`src/include/crc_pkg.sv`:
```
package crc_pkg;
	// Register byte offsets
	localparam logic [3:0] OFS_COMP_CTRL   = 4'h0;
	localparam logic [3:0] OFS_LADDER_CTRL = 4'h4;
	localparam logic [3:0] OFS_IRQ_STATUS  = 4'h8;
	localparam logic [3:0] OFS_IRQ_MASK    = 4'hc;
	// Comparator control fields
	localparam int COMP2_RESULT_BIT = 7;
	localparam int COMP1_RESULT_BIT = 6;
	localparam int COMP2_INV_BIT    = 5;
	localparam int COMP1_INV_BIT    = 4;
	localparam int INPUT_SWITCH_BIT = 3;
	localparam logic [2:0] MODE_REF_INTERNAL = 3'h6;
	localparam logic [2:0] MODE_ALL_OFF      = 3'h7;
	localparam logic [5:0] COMP_CTRL_RESET   = 6'h07;
	// Ladder control fields
	localparam int LADDER_POWER_BIT  = 7;
	localparam int LADDER_PIN_BIT    = 6;
	localparam int LADDER_RANGE_BIT  = 5;
	localparam int LADDER_SOURCE_BIT = 4;
	localparam logic [7:0] LADDER_CTRL_RESET = 8'h00;
	// Interrupt status layout
	localparam int IRQ_CHANGE_BIT = 0;
	localparam logic [1:0] IRQ_RESET = 2'h0;
	// AXI responses
	localparam logic [1:0] RESP_OKAY   = 2'h0;
	localparam logic [1:0] RESP_SLVERR = 2'h2;
endpackage

```
`src/verilog/crc_top.sv`:
```
// Notes on behaviour
// - In sleep the comparators and change interrupt keep running when active.
// - Waking from sleep leaves the comparator control register unchanged.
// - Reset returns comparator control to reset state, mode 111, comparators off.
// - After reset comparator pins are analog; role then set by external config.
// - Ladder has two ranges of sixteen levels each via four-bit tap.
// - Bit 7 powers the ladder on when set, down when clear.
// - Bit 6 drives the ladder onto its pin, overriding the port_f5_direction input.
// - Bit 5 selects range: 1 is zero-based /24, 0 is quarter-based /32.
// - Bit 4 selects source: 1 external reference pair, 0 supply rails.
// - Bits 3..0 hold the tap value 0 to 15 within active range.
// - Ladder works whether or not the comparators are enabled.
// - Change flag sets on any comparator output change, except in mode 111 (comparators off).
// - Internal reference reaches comparators only in mode 110, positive inputs.
// - The two comparator result bits are readable and read-only.
//
// Local design decisions: the register addresses and the AXI4-Lite slave port.
module crc_top (
	input  wire logic        aclk,
	input  wire logic        aresetn,
	input  wire logic        clk_en,
	input  wire logic        sleep_active,
	input  wire logic        comp1_raw,
	input  wire logic        comp2_raw,
	input  wire logic        port_f5_direction,
	input  wire logic [3:0]  s_axi_awaddr,
	input  wire logic        s_axi_awvalid,
	output logic             s_axi_awready,
	input  wire logic [31:0] s_axi_wdata,
	input  wire logic [3:0]  s_axi_wstrb,
	input  wire logic        s_axi_wvalid,
	output logic             s_axi_wready,
	output logic [1:0]       s_axi_bresp,
	output logic             s_axi_bvalid,
	input  wire logic        s_axi_bready,
	input  wire logic [3:0]  s_axi_araddr,
	input  wire logic        s_axi_arvalid,
	output logic             s_axi_arready,
	output logic [31:0]      s_axi_rdata,
	output logic [1:0]       s_axi_rresp,
	output logic             s_axi_rvalid,
	input  wire logic        s_axi_rready,
	output logic [2:0]       comparator_mode_field,
	output logic             comp1_invert,
	output logic             comp2_invert,
	output logic             input_switch,
	output logic             comp_pins_analog,
	output logic             ref_to_comparators,
	output logic             ladder_power_on,
	output logic             ladder_pin_drive,
	output logic             ladder_pin_oe_n,
	output logic             ladder_range_select,
	output logic             ladder_source_select,
	output logic [3:0]       ladder_tap_value,
	output logic             comparator_change_flag,
	output logic             wake_request,
	output logic             irq
);
	typedef enum logic [2:0] {
		WR_IDLE = 3'b001,
		WR_RESP = 3'b010,
		WR_HOLD = 3'b100
	} crc_wr_t;

	crc_wr_t     wr_state_q;
	logic        aw_got_q;
	logic        w_got_q;
	logic [3:0]  waddr_q;
	logic [31:0] wdata_q;
	logic [3:0]  wstrb_q;
	logic [5:0]  comp_ctrl_q;
	logic [7:0]  ladder_ctrl_q;
	logic [1:0]  results_q;
	logic [1:0]  irq_status_q;
	logic [1:0]  irq_mask_q;
	logic        arready_q;
	logic        rvalid_q;
	logic [31:0] rdata_q;
	logic [1:0]  rresp_q;
	logic        bvalid_q;
	logic [1:0]  bresp_q;
	logic        irq_q;
	logic        awready_q;
	logic        wready_q;

	function automatic logic known_addr(input logic [3:0] a);
		known_addr = (a == crc_pkg::OFS_COMP_CTRL) || (a == crc_pkg::OFS_LADDER_CTRL) ||
			(a == crc_pkg::OFS_IRQ_STATUS) || (a == crc_pkg::OFS_IRQ_MASK);
	endfunction

	wire       aw_take  = s_axi_awvalid && !aw_got_q && (wr_state_q == WR_IDLE);
	wire       w_take   = s_axi_wvalid && !w_got_q && (wr_state_q == WR_IDLE);
	wire       aw_have  = aw_got_q || aw_take;
	wire       w_have   = w_got_q || w_take;
	wire [3:0] wa       = aw_got_q ? waddr_q : s_axi_awaddr;
	wire [31:0] wd      = w_got_q ? wdata_q : s_axi_wdata;
	wire [3:0] ws       = w_got_q ? wstrb_q : s_axi_wstrb;
	wire       wr_fire  = (wr_state_q == WR_IDLE) && aw_have && w_have;
	wire       wr_lane0 = wr_fire && ws[0];
	wire       wr_comp  = wr_lane0 && (wa == crc_pkg::OFS_COMP_CTRL);
	wire       wr_lad   = wr_lane0 && (wa == crc_pkg::OFS_LADDER_CTRL);
	wire       wr_stat  = wr_lane0 && (wa == crc_pkg::OFS_IRQ_STATUS);
	wire       wr_mask  = wr_lane0 && (wa == crc_pkg::OFS_IRQ_MASK);
	wire       rd_fire  = s_axi_arvalid && arready_q && !rvalid_q;
	wire       rd_stat  = rd_fire && (s_axi_araddr == crc_pkg::OFS_IRQ_STATUS);

	wire [1:0] results_now = {comp2_raw, comp1_raw};
	wire       change_evt  = (results_now != results_q);
	wire       mode_off    = (comp_ctrl_q[2:0] == crc_pkg::MODE_ALL_OFF);
	wire [1:0] stat_set    = {1'b0, change_evt && !mode_off};
	// Status: sticky, cleared by read; set wins
	wire [1:0] stat_d      = (rd_stat ? 2'h0 : irq_status_q) | stat_set;
	wire [7:0] comp_rd     = {results_q, comp_ctrl_q};
	wire [7:0] rd_byte     = (s_axi_araddr == crc_pkg::OFS_COMP_CTRL)   ? comp_rd :
	                         (s_axi_araddr == crc_pkg::OFS_LADDER_CTRL) ? ladder_ctrl_q :
	                         (s_axi_araddr == crc_pkg::OFS_IRQ_STATUS)  ? {6'h00, irq_status_q} :
	                         (s_axi_araddr == crc_pkg::OFS_IRQ_MASK)    ? {6'h00, irq_mask_q} : 8'h00;

	// Write channel
	always_ff @(posedge aclk) begin
		if (!aresetn) begin
			wr_state_q <= WR_IDLE;
			aw_got_q   <= 1'b0;
			w_got_q    <= 1'b0;
			waddr_q    <= 4'h0;
			wdata_q    <= 32'h0000_0000;
			wstrb_q    <= 4'h0;
			bvalid_q   <= 1'b0;
			bresp_q    <= crc_pkg::RESP_OKAY;
			awready_q  <= 1'b1;
			wready_q   <= 1'b1;
		end else if (clk_en) begin
			case (wr_state_q)
				WR_IDLE: begin
					if (wr_fire) begin
						aw_got_q   <= 1'b0;
						w_got_q    <= 1'b0;
						bvalid_q   <= 1'b1;
						bresp_q    <= known_addr(wa) ? crc_pkg::RESP_OKAY : crc_pkg::RESP_SLVERR;
						wr_state_q <= WR_RESP;
						awready_q  <= 1'b0;
						wready_q   <= 1'b0;
					end else begin
						// Ready drops once a half is held
						awready_q <= !aw_have;
						wready_q  <= !w_have;
						if (aw_take) begin
							aw_got_q <= 1'b1;
							waddr_q  <= s_axi_awaddr;
						end
						if (w_take) begin
							w_got_q <= 1'b1;
							wdata_q <= s_axi_wdata;
							wstrb_q <= s_axi_wstrb;
						end
					end
				end
				WR_RESP: begin
					if (s_axi_bready) begin
						bvalid_q   <= 1'b0;
						wr_state_q <= WR_HOLD;
					end
				end
				WR_HOLD: begin
					wr_state_q <= WR_IDLE;
					awready_q  <= 1'b1;
					wready_q   <= 1'b1;
				end
				default: begin
					wr_state_q <= WR_IDLE;
					awready_q  <= 1'b1;
					wready_q   <= 1'b1;
				end
			endcase
		end
	end

	// Read channel
	always_ff @(posedge aclk) begin
		if (!aresetn) begin
			arready_q <= 1'b0;
			rvalid_q  <= 1'b0;
			rdata_q   <= 32'h0000_0000;
			rresp_q   <= crc_pkg::RESP_OKAY;
		end else if (clk_en) begin
			arready_q <= !rvalid_q && !rd_fire;
			if (rd_fire) begin
				rvalid_q <= 1'b1;
				rdata_q  <= {24'h00_0000, rd_byte};
				rresp_q  <= known_addr(s_axi_araddr) ? crc_pkg::RESP_OKAY : crc_pkg::RESP_SLVERR;
			end else if (rvalid_q && s_axi_rready) begin
				rvalid_q <= 1'b0;
			end
		end
	end

	always_ff @(posedge aclk) begin
		if (!aresetn) begin
			comp_ctrl_q   <= crc_pkg::COMP_CTRL_RESET;
			ladder_ctrl_q <= crc_pkg::LADDER_CTRL_RESET;
			irq_mask_q    <= crc_pkg::IRQ_RESET;
		end else if (clk_en) begin
			if (wr_comp)
				comp_ctrl_q <= wd[5:0];
			if (wr_lad)
				ladder_ctrl_q <= wd[7:0];
			if (wr_mask)
				irq_mask_q <= wd[1:0];
		end
	end

	// Result sampling and change flag
	always_ff @(posedge aclk) begin
		if (!aresetn) begin
			results_q    <= 2'h0;
			irq_status_q <= crc_pkg::IRQ_RESET;
			irq_q        <= 1'b0;
			wake_request <= 1'b0;
		end else if (clk_en) begin
			results_q    <= mode_off ? 2'h0 : results_now;
			irq_status_q <= wr_stat ? (stat_d & ~wd[1:0]) | stat_set : stat_d;
			irq_q        <= |(stat_d & irq_mask_q);
			wake_request <= sleep_active && |(stat_d & irq_mask_q);
		end
	end

	// Static analog controls
	always_ff @(posedge aclk) begin
		if (!aresetn) begin
			comparator_mode_field <= crc_pkg::MODE_ALL_OFF;
			comp1_invert          <= 1'b0;
			comp2_invert          <= 1'b0;
			input_switch          <= 1'b0;
			comp_pins_analog      <= 1'b1;
			ref_to_comparators    <= 1'b0;
			ladder_power_on       <= 1'b0;
			ladder_pin_drive      <= 1'b0;
			ladder_pin_oe_n       <= 1'b1;
			ladder_range_select   <= 1'b0;
			ladder_source_select  <= 1'b0;
			ladder_tap_value      <= 4'h0;
		end else if (clk_en) begin
			comparator_mode_field <= comp_ctrl_q[2:0];
			comp1_invert          <= comp_ctrl_q[crc_pkg::COMP1_INV_BIT];
			comp2_invert          <= comp_ctrl_q[crc_pkg::COMP2_INV_BIT];
			input_switch          <= comp_ctrl_q[crc_pkg::INPUT_SWITCH_BIT];
			comp_pins_analog      <= 1'b1;
			ref_to_comparators    <= (comp_ctrl_q[2:0] == crc_pkg::MODE_REF_INTERNAL);
			ladder_power_on       <= ladder_ctrl_q[crc_pkg::LADDER_POWER_BIT];
			ladder_pin_drive      <= ladder_ctrl_q[crc_pkg::LADDER_PIN_BIT];
			ladder_pin_oe_n       <= ladder_ctrl_q[crc_pkg::LADDER_PIN_BIT] ? 1'b0 : port_f5_direction;
			ladder_range_select   <= ladder_ctrl_q[crc_pkg::LADDER_RANGE_BIT];
			ladder_source_select  <= ladder_ctrl_q[crc_pkg::LADDER_SOURCE_BIT];
			ladder_tap_value      <= ladder_ctrl_q[3:0];
		end
	end

	assign s_axi_awready          = awready_q;
	assign s_axi_wready           = wready_q;
	assign s_axi_bvalid           = bvalid_q;
	assign s_axi_bresp            = bresp_q;
	assign s_axi_arready          = arready_q;
	assign s_axi_rvalid           = rvalid_q;
	assign s_axi_rdata            = rdata_q;
	assign s_axi_rresp            = rresp_q;
	assign comparator_change_flag = irq_status_q[crc_pkg::IRQ_CHANGE_BIT];
	assign irq                    = irq_q;
endmodule // crc_top

```
`config.mk`:
```
export PLATFORM = sky130hd
export DESIGN_NAME = crc_top
export DESIGN_NICKNAME = d
export VERILOG_FILES = /design/src/include/crc_pkg.sv /design/src/verilog/crc_top.sv
export SDC_FILE = /design/constraint.sdc
export NUM_CORES = 1
export LEC_CHECK = 0
export BUFFER_PORTS_ARGS = -buffer_cell sky130_fd_sc_hd__buf_2
export CORE_ASPECT_RATIO = 0.8
export CORE_UTILIZATION = 34
export CTS_CLUSTER_DIAMETER = 120
export DETAILED_ROUTE_END_ITERATION = 12
export PLACE_DENSITY_LB_ADDON = 0.05
export SLEW_MARGIN = 20
export SYNTH_ARGS = -nofsm -noshare
export SYNTH_HDL_FRONTEND = slang
export SYNTH_SLANG_ARGS = --single-unit
```
`constraint.sdc`:
```
create_clock -name aclk -period 3.3 [get_ports aclk]
set_input_delay 0.33 -clock aclk [delete_from_list [all_inputs] [get_ports aclk]]
set_output_delay 0.33 -clock aclk [all_outputs]
set_load 0.05 [all_outputs]
```
After elaboration in Yosys (flattened, before gate mapping)
Cells that the tools add are included.
{ "word_totals": {"register_bits": 73, "inputBits": 56, "output_inout_bits": 61, "word_cells": 134} }
{ "op_classes": {"n_eq_ne": 13, "mux": 29, "bitwise_logic": 7, "n_reduce_logical": 53} }
{ "op_table": {"columns": ["op", "count"], "rows": [
  ["two-way mux 8 bit", 3],
  ["logical AND 1 bit", 18],
  ["== test 4 bit (second input constant)", 4],
  ["two-way mux 2 bit", 7],
  ["two-way mux 1 bit", 12],
  ["AND reduction 2 bit", 6],
  ["AND reduction 3 bit", 4],
  ["AND reduction 4 bit", 3],
  ["== test 4 x 3 -> 1 bit (second input constant)", 2],
  ["logical NOT 4 bit", 2],
  ["logical OR 1 bit", 8],
  ["nonzero test 2 bit", 4],
  ["logical NOT 1 bit", 7],
  ["== test 3 bit (second input constant)", 2],
  ["two-way mux 3 bit", 2],
  ["case mux 1 bit (2 select lines)", 3],
  ["case mux 3 bit (2 select lines)", 1],
  ["bitwise AND 2 bit", 2],
  ["two-way mux 4 bit", 1],
  ["inequality test 2 bit (second input constant)", 2],
  ["OR 2 x 1 -> 2 bit", 2],
  ["== test 3 x 1 -> 1 bit (second input constant)", 1],
  ["== test 3 x 2 -> 1 bit (second input constant)", 1],
  ["inequality test 2 bit", 1],
  ["3 further kinds", 4]
]} }

Logic depth before layout (Yosys ltp)
Gate-level depths: netlist of the first run.
{ "depth": {"depth_word": 9, "ltp_mapped": 7, "mapped_depth_nobuf": 4} }

Worst setup path before layout of the first run
No wires, ideal clock.
{ "synth_timing": {"path_kind": "input port to flip-flop", "from": "in s_axi_awaddr[0]", "to": "reg comp_ctrl_q[3]", "setup_ps": 72, "arrival_ps": 1601, "required_ps": 3228, "setup_slack_ps": 1627, "stages": 5, "n_path_buf": 1, "cell_sequence": "or4_1 > and2_4 > buf_6 > nor3_4 > mux2i_1"} }
{ "synth_via": {"elab_chain_len": 4} }
{ "synth_rtl": {"columns": ["item", "line_no", "source"], "rows": [
  ["start, declared", "crc_top.sv:26", "input wire logic [3:0] s_axi_awaddr,"],
  ["two-way mux 4 bit", "crc_top.sv:95", "wire [3:0] wa = aw_got_q ? waddr_q : s_axi_awaddr;"],
  ["logical NOT 4 bit", "crc_top.sv:100", "wire wr_comp = wr_lane0 && (wa == crc_pkg::OFS_COMP_CTRL);"],
  ["logical AND 1 bit", "crc_top.sv:100", null],
  ["AND reduction 2 bit (no source line)", null, null],
  ["end signal, assigned", "crc_top.sv:199", "comp_ctrl_q <= crc_pkg::COMP_CTRL_RESET;"],
  ["end signal, assigned", "crc_top.sv:204", "comp_ctrl_q <= wd[5:0];"],
  ["end, declared", "crc_top.sv:71", "logic [5:0] comp_ctrl_q;"]
]} }
Every way passes these cells.
A chain may end at the register's enable or synchronous reset.

Final worst setup path of the first run
{ "layout_timing": {"from": "reg w_got_q", "to": "reg comp_ctrl_q[5]"} }
{ "layout_via": {"elab_chain_len": 8, "word_cells_on_any_way": 10, "cone_classes": "mux: 2; reduce/logical: 8"} }
{ "layout_rtl": {"columns": ["item", "line_no", "source"], "rows": [
  ["start, declared", "crc_top.sv:67", "logic w_got_q;"],
  ["start signal, assigned", "crc_top.sv:124", "w_got_q <= 1'b0;"],
  ["start signal, assigned", "crc_top.sv:137", "w_got_q <= 1'b0;"],
  ["start signal, assigned", "crc_top.sv:152", "w_got_q <= 1'b1;"],
  ["logical NOT 1 bit", "crc_top.sv:92", "wire w_take = s_axi_wvalid && !w_got_q && (wr_state_q == WR_IDLE);"],
  ["logical AND 1 bit (2 in series)", "crc_top.sv:92", null],
  ["logical OR 1 bit", "crc_top.sv:94", "wire w_have = w_got_q || w_take;"],
  ["logical AND 1 bit", "crc_top.sv:98", "wire wr_fire = (wr_state_q == WR_IDLE) && aw_have && w_have;"],
  ["logical AND 1 bit", "crc_top.sv:99", "wire wr_lane0 = wr_fire && ws[0];"],
  ["logical AND 1 bit", "crc_top.sv:100", null],
  ["AND reduction 2 bit (no source line)", null, null]
]} }
Several ways; a longest one is shown, not always the timed one.

==> results_dict.tcl, run 1 <==
set metrics [dict create \
    antenna-diode-count 0 \
    most_instantiated_cells_after_synthesis "dfxtp_1 (71), mux2i_1 (37), nand2_1 (34)" \
    antenna_found_initial 0 \
    drive_above_1_share_pct 22.8 \
    synth_top_cells_by_area "dfxtp_1 (42%), mux2i_1 (11%), buf_4 (5.9%), nor2b_1 (4.9%), nand2_1 (3.7%)" \
    floorplan.initialDensity_pct 35.2 \
    drtAntennaViolNets 0 \
    postSynthCellCount 364 \
    timing_worst_slew_pin_value_ns 0.963 \
    crit_path_max_fanout 13 \
    max_slew_margin_pct 34.0 \
    fp.dieW_microns 114 \
    finalCriticalPeriod_ns 2.09 \
    placement_rows 32 \
    route.detailed.wl_per_inst_microns 14.6 \
    status "complete, no violations" \
    globalRouteMet3Util_pct 5.95 \
    power.density_nw_per_um2 558 \
    synth_enable_flop_cells 0 \
    hold_viol 0 \
    floorplan.core_area_sq_um 9730 \
    drc 0 \
    worst_setup_hold_path_clk_slew_ns 0.06 \
    max_cap_viol_count 0 \
    setup_viol 0 \
    cp_data_arrival_time_ns 2.35 \
    hold_path_class "in -> reg" \
    detailedRoute.firstPassIterationCount 4 \
    cts_buffers 9 \
    worst_path_class_setup "reg -> reg" \
    synthArstFlopShare_pct 0 \
    detailed_place_hpwl_microns 5740 \
    tns_setup_ns 0 \
    yosys.area.top_type_share_pct 41.5 \
    cts_tree "done" \
    final_nets 472 \
    grt_pass1_wl_microns 13000 \
    synth.ff_latch_count 71 \
    gr-total-overflow 0 \
    pin_count 117 \
    synth.cell_area_sq_um 3420 \
    dieArea_sq_um 10500 \
    cts.path.max_buffers 2 \
    yosys.cell_types.count 51 \
    cp-start-kind "register" \
    avgSynthCellArea_sq_um 9.40 \
    max_freq_ghz 0.479 \
    drt-initial-drc-count 139 \
    grt_start_max_net_pins 54 \
    flow.area_growth_from_synthesis_pct 18.7 \
    gp_congestion 0.720 \
    yosysMostFrequentCell "dfxtp_1" \
    timing.final.max_slew_violations 0 \
    reg2reg_slack_ns 1.21 \
    vias_per_cell 4.71 \
    post-route-util_pct 41.8 \
    gr-usage-all-layers_pct 16.8 \
    cts_htree_levels 3 \
    grt.met2_usage_pct 25.8 \
    final_wirelength_microns 8120 \
    grtUsageMet1_pct 21.8 \
    die_y_microns 91.8 \
    vias_after_detailed_routing 2623 \
    final.setup_skew_ns 0.00831 \
    worst_skew_pair.late_latency_ns 0.34 \
    postCtsHoldBufs 0 \
    irDropWorstVdd_v 0.000260 \
    worstPathRequired_ns 3.57 \
    via_count_of_the_first_global_routing_pass 2497 \
    part_of_the_yosys_area_used_for_sequential_elements_pct 41.5 \
    static-leakage-power_nw 1.73 \
    clk_root_buffer_cell "clkbuf_16" \
    cts_resized 0 \
    port-buffer-count 62 \
    synth_top_area_cell "dfxtp_1" \
    postSynth.topFlopCell "dfxtp_1" \
    timing.critical_path.to_type "register" \
    cts_setup_buffers 0 \
    rsz0062_at_grt "false" \
    synthesis.yosys.warnings 0 \
    min_period_over_period_pct 63.2 \
    top_usage_layer "met2" \
    clkSinkCount 71 \
]
worst max-delay path, stage by stage (launching register included):
cell,delay [ns]
dfxtp_1,0.67
nand2_1,0.25
a211o_1,0.44
nor3_4,0.41
mux2i_1,0.24
layer usage:
layer,vias up,wire [microns]
met4,0,97
li1,1339,-
met5,-,0
met3,7,383
met1,1213,4090
met2,64,3550
cells in the final DEF, fill, tap and decap left out, types with 4 or more instances in the layout:
master	count
nand3_1	18
o21ai_0	17
mux2i_1	37
conb_1	27
dfxtp_1	71
nand4b_1	4
a21boi_0	6
o211a_1	7
nor2b_1	27
nand2b_1	6
o41ai_1	4
clkbuf_16	9
inv_1	4
nand2_1	34
nor3_1	8
nor2_1	7
a21oi_1	21
mux2_2	4
buf_2	62
final timing paths:
check                                                   end                     from  cells after the start
worst max-delay path            comp_ctrl_q[5]$_SDFFE_PN0P_     w_got_q$_SDFFE_PN0P_                      4
worst min-delay path                wdata_q[7]$_SDFFE_PN0P_           s_axi_wdata[7]                      3
worst max register to register  comp_ctrl_q[5]$_SDFFE_PN0P_     w_got_q$_SDFFE_PN0P_                      4
worst min register to register      wdata_q[3]$_SDFFE_PN0P_  wdata_q[3]$_SDFFE_PN0P_                      2
power by group:
part	internal (mW)	switching, mW	leakage [nW]	total (mW)
Combinational	0.0727	0.192	0.986	0.265
Sequential	0.876	0.0175	0.575	0.893
Clock	0.737	0.374	0.166	1.11
layout make-up:
cell class	count	area, sq um
Timing Repair Buffer	64	338
Sequential cell	71	1420
Inverter	4	15.0
Fill cell	1006	5670
Clock buffer	10	229
Multi-Input combinational cell	266	1780
Tap cell	136	170
Clock inverter	6	109
state kept, by name, indices dropped and copies added, names as in the netlist, 3 cells and up:
register,flops
comp_ctrl_q,6
comparator_mode_field,3
ladder_ctrl_q,8
ladder_tap_value,4
s_axi_rdata,8
waddr_q,4
wdata_q,8
wr_state_q,3
stage by stage:
step,hold WS (ns),power [mW],cell area (sq um),setup WS (ns),std cells
global placement,0.441,1.18,3720,1.12,541
floorplan,0.422,1.15,3520,1.63,389
detailed placement,0.449,1.18,3720,1.11,541
finish,0.225,2.27,4060,1.21,557
CTS,0.216,2.30,4060,1.20,557
global route,0.230,2.36,4060,1.04,557
cells by family after synthesis:
kind of cell / synth area share, %
DFF: 41.5
and+or+nand+nor: 21.1
muxes: 13.5
buffers and inverters: 9.21
xor gates and xnor gates: 0.512
other: 0.219
AOI/OAI and AO/OA: 14.0
No activity file was read; power rests on OpenSTA's default activity.
==> inputs of run 2 (changes only) <==
==> constraint.sdc (replaced) <==
create_clock -name aclk -period 1.87 [get_ports aclk]
set_input_delay 0.187 -clock aclk [delete_from_list [all_inputs] [get_ports aclk]]
set_output_delay 0.187 -clock aclk [all_outputs]
set_load 0.05 [all_outputs]
==> results_dict.tcl, run 2 (same netlist as run 1, synthesis figures left out) <==
set metrics [dict create \
    final_nets 486 \
    port-buffer-count 62 \
    timing.critical_path.to_type "register" \
    die_y_microns 91.8 \
    dieArea_sq_um 10500 \
    timing_worst_slew_pin_value_ns 0.530 \
    crit_path_max_fanout 8 \
    slowest_stage "or4b_4" \
    worst_skew_pair.late_latency_ns 0.33 \
    rsz0062_at_grt "false" \
    critical_path.cell_chain "or4b_4 > and2_4 > nor3_4 > buf_12 > mux2i_1" \
    worstPathRequired_ns 2.13 \
    holdWs_ns 0.0832 \
    placement_rows 32 \
    grt_start_max_net_pins 51 \
    drive_above_1_share_pct 25.3 \
    min_period_over_period_pct 94.5 \
    static-leakage-power_nw 1.78 \
    cp-start-kind "register" \
    cts_buffers 9 \
    slowest_delay_ns 0.53 \
    power.density_nw_per_um2 932 \
    floorplan.core_area_sq_um 9730 \
    fillerInstances 1011 \
    max_cap_viol_count 0 \
    hold_path_class "in -> reg" \
    worst-path-buf-inv 1 \
    antenna-diode-count 0 \
    clkSinkCount 71 \
    antenna_found_initial 0 \
    gp_congestion 0.710 \
    flow.area_growth_from_synthesis_pct 21.4 \
    drc 0 \
    finalCriticalPeriod_ns 1.77 \
    worst_setup_hold_path_clk_slew_ns 0.06 \
    pin_count 117 \
    timing.final.max_slew_violations 0 \
    clk_root_buffer_cell "clkbuf_16" \
    reg2reg_slack_ns 0.10 \
    route.detailed.wl_per_inst_microns 14.1 \
    cp_data_arrival_time_ns 2.03 \
    drtAntennaViolNets 0 \
    multi_input_comb_area_sq_um 1780 \
    setup_viol 0 \
    cts.path.max_buffers 2 \
    commonest_non_fill_non_tap_cell_in_the_layout "dfxtp_1" \
    layout_common_cells "dfxtp_1 (71), buf_2 (62), mux2i_1 (37)" \
    max_slew_margin_pct 63.7 \
    detailed_place_hpwl_microns 5860 \
    grt_pass1_wl_microns 13100 \
    irDropWorstVdd_v 0.000454 \
    worst_path_class_setup "reg -> reg" \
    via_count_of_the_first_global_routing_pass 2517 \
    tns_setup_ns 0 \
    floorplan.initialDensity_pct 35.2 \
    report.power.total_mw 3.88 \
    cts_htree_levels 3 \
    status "complete, no violations" \
    vias_per_cell 4.72 \
    max_freq_ghz 0.566 \
    final.setup_skew_ns 0.00727 \
    vias_after_detailed_routing 2694 \
    cts_tree "done" \
    gr-usage-all-layers_pct 16.7 \
    cts_resized 0 \
    final_wirelength_microns 8050 \
    drt-initial-drc-count 94 \
    detailedRoute.firstPassIterationCount 4 \
    fp.dieW_microns 114 \
    sequential_cell_area_sq_um 1420 \
    critical-path-top-delay-family "simple AND/OR/NAND/NOR gates" \
    hold_viol 0 \
    gr-total-overflow 0 \
]
-- run 2: final timing paths --
check	start	cells after the start	to
worst max register to register	aw_got_q$_SDFFE_PN0P_	5	comp_ctrl_q[4]$_SDFFE_PN0P_
worst max-delay path	aw_got_q$_SDFFE_PN0P_	5	comp_ctrl_q[4]$_SDFFE_PN0P_
worst min register to register	wdata_q[3]$_SDFFE_PN0P_	2	wdata_q[3]$_SDFFE_PN0P_
worst min-delay path	s_axi_wdata[6]	3	wdata_q[6]$_SDFFE_PN0P_
-- run 2: repair_timing --
action,4_1_cts,5_1_grt
setup buffers,0,2
setup endpoints to repair,0,7
hold buffers,0,0
-- run 2: worst register-to-register path, delay by kind of cell (launching register included) --
family	cells	cell delay [ns]
muxes	1	0.17
DFF	1	0.45
and+or+nand+nor	3	0.94
buffers and inverters	1	0.14
-- run 2: power breakdown --
group / switching [mW] / leakage [nW] / internal, mW
Sequential: 0.0250 / 0.575 / 1.55
Combinational: 0.349 / 1.06 / 0.149
Clock: 0.645 / 0.148 / 1.16
Total: 1.02 / 1.78 / 2.86
-- run 2: through the flow --
stage	setup WS (ns)	cells	utilization [%]	cell area (sq um)
detailed placement	0.108	553	39.2	3810
global route	0.0163	571	42.7	4160
finish	0.102	571	42.7	4160
global placement	0.127	553	39.2	3810
floorplan	0.219	389	-	3520
CTS	0.0957	569	42.4	4130
-- run 2: area by class of cell --
class	count	share of cell area [%]
Multi-Input combinational cell	266	42.8
Tap cell	136	4.09
Timing Repair Buffer	78	11.0
Sequential cell	71	34.2
Inverter	4	0.361
Clock inverter	6	2.05
Clock buffer	10	5.51
-- run 2: layer usage --
metal	global-route usage (%)	vias to the layer above	part of all wire (%)
met1	23.1	1256	51
met5	0	-	0
li1	-	1371	-
met4	5.52	0	0.96
met3	5.35	7	4.5
met2	24.3	60	44
==> inputs of run 3 (changes only) <==
--- a/config.mk
+++ b/config.mk
@@ -10,7 +10,7 @@
 export CORE_UTILIZATION = 34
 export CTS_CLUSTER_DIAMETER = 120
 export DETAILED_ROUTE_END_ITERATION = 12
-export PLACE_DENSITY_LB_ADDON = 0.05
+export PLACE_DENSITY = 0.65
 export SLEW_MARGIN = 20
 export SYNTH_ARGS = -nofsm -noshare
 export SYNTH_HDL_FRONTEND = slang
==> constraint.sdc (replaced) <==
create_clock -name aclk -period 1.52 [get_ports aclk]
set_input_delay 0.152 -clock aclk [delete_from_list [all_inputs] [get_ports aclk]]
set_output_delay 0.152 -clock aclk [all_outputs]
set_load 0.05 [all_outputs]
==> results_dict.tcl, run 3 (same netlist as run 1, synthesis figures left out) <==
set metrics [dict create \
    status "finished, violations left" \
    violations "setup timing" \
    worst_setup_hold_path_clk_slew_ns 0.06 \
    final_wirelength_microns 8300 \
    final.setup_skew_ns 0.00804 \
    pin_count 117 \
    min_period_over_period_pct 108 \
    commonest_non_fill_non_tap_cell_in_the_layout "dfxtp_1" \
    setup_viol 17 \
    timing.critical_path.to_type "register" \
    crit_path_max_fanout 5 \
    dieArea_sq_um 10500 \
    finalCriticalPeriod_ns 1.64 \
    dp_cells 571 \
    pwr-share-clk_pct 45.7 \
    floorplan.initialDensity_pct 35.2 \
    irDropWorstVdd_v 0.000463 \
    fp.dieW_microns 114 \
    power.switching_mw 1.31 \
    drc 0 \
    static-leakage-power_nw 1.97 \
    port-buffer-count 62 \
    flow.area_growth_from_synthesis_pct 33.0 \
    max_slew_margin_pct 56.4 \
    clk_root_buffer_cell "clkbuf_16" \
    layout_common_cells "dfxtp_1 (63), buf_2 (62), mux2i_1 (36)" \
    cts_buffers 9 \
    antenna_found_initial 0 \
    report.power.total_mw 4.91 \
    finalWorstSetupSlack_ns -0.122 \
    rsz0062_at_grt "true" \
    p_sw_share_pct 26.7 \
    hold_viol 0 \
    timing.final.max_slew_violations 0 \
    cts.path.max_buffers 2 \
    cp_data_arrival_time_ns 1.91 \
    power.share.sequential_pct 39.3 \
    max_cap_viol_count 0 \
    placement_rows 32 \
    clkSinkCount 71 \
    antenna-diode-count 0 \
    grt_start_max_net_pins 91 \
    vias_per_cell 4.82 \
    timing_worst_slew_pin_value_ns 0.654 \
    worst_path_class_setup "reg -> reg" \
    fillerInstances 924 \
    drtAntennaViolNets 0 \
    route.detailed.wl_per_inst_microns 14.0 \
    fin_cells 595 \
    gr-usage-all-layers_pct 15.7 \
    p_int_mw 3.60 \
    cp-start-kind "register" \
    via_count_of_the_first_global_routing_pass 2604 \
    power.share.combinational_pct 15.0 \
    worstPathRequired_ns 1.79 \
    postCtsHoldBufs 0 \
    detailed_place_hpwl_microns 5840 \
    cts_tree "done" \
    hold_path_class "in -> reg" \
    grt_pass1_wl_microns 12800 \
    worst_skew_pair.late_latency_ns 0.33 \
    gr-total-overflow 0 \
    drt-initial-drc-count 148 \
    gp_congestion 0.746 \
    final_nets 510 \
    die_y_microns 91.8 \
    power.density_nw_per_um2 1080 \
    floorplan.core_area_sq_um 9730 \
    cts_htree_levels 3 \
    vias_after_detailed_routing 2869 \
    detailedRoute.firstPassIterationCount 4 \
    drive_above_1_share_pct 35.1 \
    max_freq_ghz 0.609 \
]
[run 3: worst paths after layout]
kind | start | endpoint | slack, ns | depth (start not counted)
setup reg to reg | waddr_q[3]$_SDFFE_PN0P_ | ladder_ctrl_q[0]$_SDFFE_PN0P_ | -0.12 | 5
setup / recovery | waddr_q[3]$_SDFFE_PN0P_ | ladder_ctrl_q[0]$_SDFFE_PN0P_ | -0.12 | 5
hold reg to reg | wdata_q[3]$_SDFFE_PN0P_ | wdata_q[3]$_SDFFE_PN0P_ | 0.44 | 2
hold / removal | s_axi_wdata[3] | wdata_q[3]$_SDFFE_PN0P_ | 0.06 | 3
[run 3: stage by stage]
step	setup TNS (ns)	hold WS (ns)	utilization [%]	worst slack, ns	area, sq um
after detailed placement	-2.46	0.397	40.9	-0.204	3980
after global routing	-2.17	0.0701	46.8	-0.171	4550
after floorplan	-0.972	0.282	-	-0.121	3540
final	-1.14	0.0607	46.8	-0.122	4550
after CTS	-1.31	0.0558	45.2	-0.151	4400
after global placement	-1.87	0.383	40.9	-0.155	3980
[run 3: repair_timing]
action                     in CTS  in global routing
gates resized for setup        10                 32
setup buffers                   4                  2
cloned                          0                  2
pin swaps                       7                 14
setup endpoints to repair      19                 33
[run 3: final cells by class]
class / count / area [sq um] / share of cell area, %
repair buffers: 102 / 698 / 15.3
well taps: 136 / 170 / 3.74
multi-input cells: 266 / 1910 / 42.0
inverters: 4 / 15.0 / 0.330
flip-flops and latches: 71 / 1440 / 31.6
clock buffers: 9 / 225 / 4.95
clock inverters: 7 / 95.1 / 2.09
[run 3: worst max-delay path, stage by stage (launching register included)]
cell and delay (ns):
dfxtp_2 0.31, or4b_4 0.55, and2_4 0.19, buf_6 0.12
nor3_4 0.22, o211a_1 0.19
[run 3: layer usage]
metal	global-route usage [%]	vias up	wire (microns)
met4	3.57	0	46
met3	4.10	7	347
met1	21.3	1373	4060
met2	25.0	65	3850
met5	0	-	0
li1	-	1424	-
[run 3: power groups by stage]
| stage | registers (mW) | logic, mW | clock network (mW) |
|---|---|---|---|
| after floorplan | 2.02 | 0.478 | 0 |
| after global placement | 1.97 | 0.646 | 0 |
| after detailed placement | 1.97 | 0.654 | 0 |
| after CTS | 1.93 | 0.683 | 2.29 |
| after global routing | 1.93 | 0.781 | 2.37 |
| final | 1.93 | 0.736 | 2.25 |
